### src/common/ovf_pkg.sv
package ovf_pkg;
  // Command codes of the two registers
  localparam logic [7:0] CMD_OV_LIMIT = 8'h40;
  localparam logic [7:0] CMD_OV_ACTION = 8'h41;
  // Reset values: highest limit never trips, action disables without retry
  localparam logic [15:0] OV_LIMIT_RESET = 16'hFFFF;
  localparam logic [7:0] OV_ACTION_RESET = 8'h80;
  localparam logic [15:0] RD_DATA_NONE = 16'h0000;
  // Threshold format: unsigned mantissa, fixed exponent
  localparam int OV_LIMIT_W = 16;
  localparam int OV_LIMIT_EXP = -5;
  // Action field layout
  localparam int ACT_RESP_HI = 7;
  localparam int ACT_RESP_LO = 6;
  localparam int ACT_RETRY_HI = 5;
  localparam int ACT_RETRY_LO = 3;
  localparam int ACT_DELAY_HI = 2;
  localparam int ACT_DELAY_LO = 0;
  localparam logic [1:0] RESP_IGNORE = 2'h0;
  localparam logic [1:0] RESP_DISABLE = 2'h2;
  localparam logic [2:0] RETRY_NONE = 3'h0;
  localparam logic [2:0] RETRY_FOREVER = 3'h7;
  localparam logic [2:0] ATTEMPTS_ZERO = 3'h0;
  localparam logic [2:0] ATTEMPT_STEP = 3'h1;
  // Retry delay unit in clock cycles
  localparam int CLK_PERIOD_NS = 50;
  localparam int RETRY_UNIT_MS = 200;
  localparam int NS_PER_MS = 1000000;
  localparam int RETRY_UNIT_CYCLES = RETRY_UNIT_MS * NS_PER_MS / CLK_PERIOD_NS;
  localparam int TICK_W = 22;

  typedef enum logic [2:0] {
    ST_RUN = 3'b000,
    ST_HOLDOFF = 3'b001,
    ST_ATTEMPT = 3'b010,
    ST_LATCHED = 3'b011,
    ST_OFF = 3'b100
  } fault_state_e;
endpackage : ovf_pkg

### src/core/ov_fault_handler.sv
`timescale 1ns/10ps
// Summary of operation
// - Hold overvoltage threshold as 16-bit unsigned, exponent minus five.
// - Fault flag only when measured voltage strictly exceeds threshold.
// - Response 00 keeps the output converting on overvoltage.
// - Response 10 disables output, then follows retry count bits 5:3.
// - Retry count 000 makes no restart; stay off until cleared.
// - Retry counts 001 to 110 give exactly that many restart attempts.
// - When all attempts fail, stay off until the fault is cleared.
// - Retry count 111 retries without limit.
// - Commanded off, bias loss or other fault stop retrying.
// - Retry delay is bits 2:0 times 200 ms.
// - Delay runs from start of one attempt to start of the next.
module ov_fault_handler import ovf_pkg::*; #(
  parameter int UNIT_CYCLES = RETRY_UNIT_CYCLES
) (
  input wire logic mclk,
  input wire logic reset_n,
  input wire logic cmd_wr,
  input wire logic cmd_rd,
  input wire logic [7:0] cmd_code,
  input wire logic [15:0] cmd_wdata,
  output logic [15:0] rd_data_reg,
  output logic rd_valid_reg,
  input wire logic [15:0] vout_meas,
  input wire logic control_pin_on,
  input wire logic operation_off,
  input wire logic bias_lost,
  input wire logic other_fault,
  input wire logic fault_clear,
  output logic output_enable_reg,
  output logic ov_fault_flag_reg,
  output logic [2:0] attempts_reg
);
  logic [15:0] limit_reg;
  logic [15:0] limit_next;
  logic [7:0] action_reg;
  logic [7:0] action_next;
  logic [15:0] rd_data_next;
  logic rd_valid_next;
  logic ctrl_meta_reg;
  logic ctrl_sync_reg;
  fault_state_e state_reg;
  fault_state_e state_next;
  logic [2:0] attempts_next;
  logic output_enable_next;
  logic ov_fault_flag_next;
  logic ov_now;
  logic off_req;
  logic timer_start;
  logic timer_done;
  logic [1:0] resp;
  logic [2:0] retries;
  logic [2:0] delay_units;
  logic out_of_tries;

  assign resp = action_reg[ACT_RESP_HI:ACT_RESP_LO];
  assign retries = action_reg[ACT_RETRY_HI:ACT_RETRY_LO];
  assign delay_units = action_reg[ACT_DELAY_HI:ACT_DELAY_LO];
  // Equality never trips, so the threshold resolution sets the real level
  assign ov_now = vout_meas > limit_reg;
  assign off_req = operation_off || !ctrl_sync_reg || bias_lost
                   || other_fault;
  assign out_of_tries = (retries != RETRY_FOREVER)
                        && (attempts_reg >= retries);

  // Register access by command code
  always_comb begin
    limit_next = limit_reg;
    action_next = action_reg;
    rd_data_next = rd_data_reg;
    rd_valid_next = cmd_rd;
    if (cmd_wr && cmd_code == CMD_OV_LIMIT) begin
      limit_next = cmd_wdata;
    end
    if (cmd_wr && cmd_code == CMD_OV_ACTION) begin
      action_next = cmd_wdata[7:0];
    end
    if (cmd_rd) begin
      case (cmd_code)
        CMD_OV_LIMIT: rd_data_next = limit_reg;
        CMD_OV_ACTION: rd_data_next = {8'h00, action_reg};
        default: rd_data_next = RD_DATA_NONE;
      endcase
    end
  end

  always_ff @(posedge mclk) begin
    if (!reset_n) begin
      limit_reg <= OV_LIMIT_RESET;
      action_reg <= OV_ACTION_RESET;
      rd_data_reg <= RD_DATA_NONE;
      rd_valid_reg <= 1'b0;
      ctrl_meta_reg <= 1'b0;
      ctrl_sync_reg <= 1'b0;
    end else begin
      limit_reg <= limit_next;
      action_reg <= action_next;
      rd_data_reg <= rd_data_next;
      rd_valid_reg <= rd_valid_next;
      // Remote pin is asynchronous: two stages before use
      ctrl_meta_reg <= control_pin_on;
      ctrl_sync_reg <= ctrl_meta_reg;
    end
  end

  // Fault sequencing
  always_comb begin
    state_next = state_reg;
    attempts_next = attempts_reg;
    timer_start = 1'b0;
    // Set wins over a clear in the same cycle
    ov_fault_flag_next = ov_now || (ov_fault_flag_reg && !fault_clear);
    if (off_req) begin
      state_next = ST_OFF;
      attempts_next = ATTEMPTS_ZERO;
    end else if (fault_clear && state_reg != ST_RUN) begin
      state_next = ST_RUN;
      attempts_next = ATTEMPTS_ZERO;
    end else begin
      if (fault_clear) begin
        attempts_next = ATTEMPTS_ZERO;
      end
      case (state_reg)
        ST_RUN: begin
          // Reserved responses are treated like ignore
          if (ov_now && resp == RESP_DISABLE) begin
            if (retries == RETRY_NONE || out_of_tries) begin
              state_next = ST_LATCHED;
            end else begin
              state_next = ST_HOLDOFF;
              timer_start = 1'b1;
            end
          end
        end
        ST_HOLDOFF: begin
          if (timer_done) begin
            state_next = ST_ATTEMPT;
            timer_start = 1'b1;
            if (retries != RETRY_FOREVER) begin
              attempts_next = attempts_reg + ATTEMPT_STEP;
            end
          end
        end
        ST_ATTEMPT: begin
          if (ov_now) begin
            // Timer keeps running from the attempt start
            if (out_of_tries) begin
              state_next = ST_LATCHED;
            end else begin
              state_next = ST_HOLDOFF;
            end
          end else if (timer_done) begin
            state_next = ST_RUN;
          end
        end
        ST_LATCHED: state_next = ST_LATCHED;
        ST_OFF: state_next = ST_RUN;
        default: state_next = ST_OFF;
      endcase
    end
    output_enable_next = (state_next == ST_RUN)
                         || (state_next == ST_ATTEMPT);
  end

  always_ff @(posedge mclk) begin
    if (!reset_n) begin
      state_reg <= ST_OFF;
      attempts_reg <= ATTEMPTS_ZERO;
      output_enable_reg <= 1'b0;
      ov_fault_flag_reg <= 1'b0;
    end else begin
      state_reg <= state_next;
      attempts_reg <= attempts_next;
      output_enable_reg <= output_enable_next;
      ov_fault_flag_reg <= ov_fault_flag_next;
    end
  end

  retry_delay_timer #(
    .UNIT_CYCLES(UNIT_CYCLES),
    .CNT_W(TICK_W)
  ) u_delay (
    .mclk(mclk),
    .reset_n(reset_n),
    .start(timer_start),
    .units(delay_units),
    .done(timer_done)
  );
endmodule : ov_fault_handler

### src/core/retry_delay_timer.sv
`timescale 1ns/10ps
module retry_delay_timer import ovf_pkg::*; #(
  parameter int UNIT_CYCLES = RETRY_UNIT_CYCLES,
  parameter int CNT_W = TICK_W
) (
  input wire logic mclk,
  input wire logic reset_n,
  input wire logic start,
  input wire logic [2:0] units,
  output logic done
);
  logic [CNT_W-1:0] tick_reg;
  logic [CNT_W-1:0] tick_next;
  logic [2:0] left_reg;
  logic [2:0] left_next;
  logic done_reg;
  logic done_next;
  localparam logic [CNT_W-1:0] TICK_LAST = CNT_W'(UNIT_CYCLES - 1);
  localparam logic [CNT_W-1:0] TICK_ZERO = '0;
  localparam logic [CNT_W-1:0] TICK_STEP = CNT_W'(1);

  always_comb begin
    tick_next = tick_reg;
    left_next = left_reg;
    done_next = done_reg;
    if (start) begin
      // Counting from one lets the state step exactly on the delay
      // boundary; this needs UNIT_CYCLES of at least two
      tick_next = TICK_STEP;
      left_next = units;
      // A zero delay still costs one cycle so the sequence always advances
      done_next = (units == RETRY_NONE);
    end else if (!done_reg) begin
      if (tick_reg == TICK_LAST) begin
        tick_next = TICK_ZERO;
        left_next = left_reg - ATTEMPT_STEP;
        done_next = (left_reg == ATTEMPT_STEP);
      end else begin
        tick_next = tick_reg + TICK_STEP;
      end
    end
  end

  always_ff @(posedge mclk) begin
    if (!reset_n) begin
      tick_reg <= TICK_ZERO;
      left_reg <= RETRY_NONE;
      done_reg <= 1'b1;
    end else begin
      tick_reg <= tick_next;
      left_reg <= left_next;
      done_reg <= done_next;
    end
  end

  assign done = done_reg;
endmodule : retry_delay_timer

### config.mk
export PLATFORM = sky130hd
export DESIGN_NAME = ov_fault_handler
export DESIGN_NICKNAME = d
export VERILOG_FILES = /design/src/common/ovf_pkg.sv /design/src/core/ov_fault_handler.sv /design/src/core/retry_delay_timer.sv
export SDC_FILE = /design/constraint.sdc
export NUM_CORES = 1
export LEC_CHECK = 0
export ABC_AREA = 1
export BUFFER_PORTS_ARGS = -buffer_cell sky130_fd_sc_hd__buf_4
export CORE_MARGIN = 2
export CORE_UTILIZATION = 35
export CTS_BUF_LIST = sky130_fd_sc_hd__clkbuf_4 sky130_fd_sc_hd__clkbuf_8
export CTS_CLUSTER_SIZE = 20
export DETAILED_ROUTE_END_ITERATION = 10
export PLACE_DENSITY_LB_ADDON = 0.15
export SYNTH_ARGS = -nofsm -noshare
export SYNTH_HDL_FRONTEND = slang
export SYNTH_HIERARCHICAL = 1
export SYNTH_SLANG_ARGS = --single-unit
### constraint.sdc
create_clock -name mclk -period 1.95 [get_ports mclk]
set_input_delay 0.195 -clock mclk [delete_from_list [all_inputs] [get_ports mclk]]
set_output_delay 0.195 -clock mclk [all_outputs]
set_load 0.01 [all_outputs]
==> metrics.csv <==
metric;value;unit
antenna cell count;0;
per-instance average area after synthesis;7.38;um^2
Synth area leaders;dfxtp_1, nand2_1, inv_1;
hold crit path type;in -> reg;
Critical Path Stages;15;
DR WL/cell;13.9;um
DP HPWL;8590;um
pin count of the biggest net entering global routing;27;
vias in the first global route;4033;
DR vias;4218;
GR Overflow Total;0;
Worst Path Arrival;2.38;ns
WP data required;2.26;ns
complex-gate fraction of the synthesized area;0.144;
multiplexer area fraction after synthesis;0;
crit path max-delay cell type;dfxtp_2;
fraction of layout cells with a size suffix above 1;0.325;
die area;0.0132;mm^2
Nets;768;
Tot GR Track Use;0.186;
# port buffers;70;
worst-path fanout max;3;
XOR/XNOR Fraction of Synth Area;0.0142;
Num CTS Buffers;9;
die height;115;um
max reg flops;22;
P&R area growth vs syn;34.0;%
r2r worst-path depth;15;
min setup slack post-route;-0.114;ns
FMAX;0.484;GHz
most common cell after layout, fill and taps aside;buf_4;
gp weighted congestion;0.866;
kind of cell adding the most delay to the critical path;simple AND/OR/NAND/NOR gates;
Starting Density;0.359;
# setup viols final;26;
maximum VDD drop;287;uV
status;finished, violations left;
H-tree lvl count;3;
Worst setup SP type;flip-flop;
Top Ports;71;
RSZ-0062 raised after global routing;yes;
Pint;0.00264;W
Simple-Gate Fraction of Synth Area;0.320;
Switching Share;0.234;
vias per cell;4.97;
leak pwr;2.60;nW
# fillers;1210;
final hold vios;0;
CTS Sinks;77;
fin crit share;1.06;
clock-pin slew on the worst setup and hold paths;0.09;ns
Bufs and invs on worst path;3;
Root Buffer;clkbuf_8;
flops & latches, synth;77;
dpl cells;824;
Combinational Power Share;0.082;
Max-Cap Viols;0;
CP endpoint kind;flip-flop;
crit-path max cell delay;0.33;ns
Post-Syn Nets;656;
DR DRC count;0;
Core Area;0.0120;mm^2
Die Wd;115;um
top cell type's share of synthesized area;0.358;
antenna violations before repair;0;
ANT nets after route;0;
Crit Path Category;reg -> reg;
Period minus WS final;2.06;ns
first-pass GRT wire length;19100;um
Pre-Repair DR Iteration Count;4;
Flop pwr share;0.464;
Worst Clk Skew;0.0131;ns
hold path depth;3;
Yosys top cell by area;dfxtp_1;
post-route setup TNS;-2.01;ns
post-synthesis cell type count;41;
sequential-to-total area share from yosys stat;0.358;
pwr dens;597;mW/mm^2
most frequent cells in the layout;buf_4, nand2_1, inv_1;
most used cell, CP;nand2_1;
Starting DRT DRC Count;196;
Placement Rows;40;
Rel. slew slack;0.641;
Synth Area in Adders;0.0668;
Yosys warnings;6;
Post-Syn Area;0.00431;mm^2
clock latency on the worst-skew pair;0.38;ns
CTS tree;built;
Reg area;0.00155;mm^2
clk buf depth;2;
combinational family with the most area after synthesis;simple AND/OR/NAND/NOR gates;
footprint of the multi-input gates;0.00257;mm^2
worst-path cell chain;inv_1 -> ha_4 -> nand4_1 -> nor2_2 -> nand2_1 -> nand2_2 -> nand3_2 -> nor2_2 -> nand2_1 -> a21oi_4 -> inv_2 -> buf_4 -> nand2_1 -> nand3_1 -> o21ai_2;
final std cells w/o fill;848;
Mapped Cells;584;
clock share of power;0.454;
switching power;0.000805;W
count of pins over their slew limit;0;
Worst Tran Pin Value;0.538;ns
drt total wl;11800;um
violated checks;setup timing;
-- cells by family after synthesis --
| logic type | count (synthesis) |
|---|---|
| DFF | 77 |
| and+or+nand+nor | 275 |
| adders and majority gates | 23 |
| xor gates and xnor gates | 7 |
| buffers and inverters | 100 |
| AOI/OAI and AO/OA | 102 |
-- routing by layer --
layer	GRT usage	wire (um)	vias to the layer above
met5	0	0	-
met4	0.0956	257	0
met3	0.0295	641	19
met2	0.298	5440	119
met1	0.241	5480	1940
li1	-	-	2140
-- cells in the mapped netlist --
cell	instances
nand2_1	111
inv_1	79
dfxtp_1	77
nor2_1	59
nand3_1	42
a21oi_1	41
ha_1	23
o21ai_0	23
nor3_1	12
o211ai_1	12
nor2_2	11
nand4_1	9
o22ai_1	9
clkbuf_1	7
nor2_4	7
nand2_4	5
xor2_1	5
buf_6	4
o211ai_2	4
a31oi_1	3
nand3_2	3
nand3_4	3
nand3b_1	3
nor3_2	3
o21ai_2	3
a21o_1	2
buf_1	2
buf_2	2
clkinv_1	2
inv_2	2
nand2_2	2
nor4_1	2
o2111ai_1	2
o21bai_2	2
xnor2_1	2
clkbuf_8	1
inv_4	1
nor2_8	1
nor3b_1	1
nor4_4	1
o21ai_1	1
-- path summary, 6_finish.rpt --
check | startpoint | endpoint | slack (ns)
max | limit_reg[14] | u_delay/left_reg[2] | -0.11
min | cmd_wdata[15] | limit_reg[15] | 0.03
max reg2reg | limit_reg[14] | u_delay/left_reg[2] | -0.11
min reg2reg | ctrl_meta_reg | ctrl_sync_reg | 0.43
-- power groups by stage --
| stage | clock [W] | combinational, W | sequential [W] |
|---|---|---|---|
| floorplan | 0 | 0.000110 | 0.00164 |
| global placement | 0 | 0.000256 | 0.00164 |
| detailed placement | 0 | 0.000258 | 0.00164 |
| CTS | 0.00160 | 0.000271 | 0.00160 |
| global route | 0.00167 | 0.000312 | 0.00160 |
| finish | 0.00156 | 0.000283 | 0.00160 |
-- worst min-delay path, delay by kind of cell --
kind | cells | cell delay (ns)
buf+inv | 1 | 0.08
compound gates | 1 | 0.05
simple gates | 1 | 0.05
-- final cells by class --
| class | instances | share of cell area |
|---|---|---|
| flip-flops and latches | 77 | 0.269 |
| clock buffers | 11 | 0.0262 |
| well taps | 147 | 0.0318 |
| clock inverters | 5 | 0.0184 |
| repair buffers | 117 | 0.155 |
| multi-input cells | 407 | 0.444 |
| inverters | 84 | 0.0550 |
-- stage by stage --
step           hold slack (ns)  area (um^2)  total power, W  setup WS, ns   util
3_3_place_gp             0.377         5210         0.00189        -0.252  0.434
6_report                0.0264         5780         0.00345        -0.114  0.481
2_1_floorplan            0.293         4320         0.00175       0.00136      -
3_5_place_dp             0.383         5210         0.00190        -0.312  0.434
5_1_grt                 0.0247         5780         0.00358        -0.307  0.481
4_1_cts                 0.0119         5590         0.00347        -0.126  0.466
-- what timing repair did --
action	in CTS	in global routing
endpoints found under the setup margin	26	29
endpoints found under the hold margin	1	0
resized for setup	23	37
pin swaps	13	14
hold buffers	1	0
buffers inserted	4	2
gates cloned	1	0
Power figures use the tool's default switching activity.
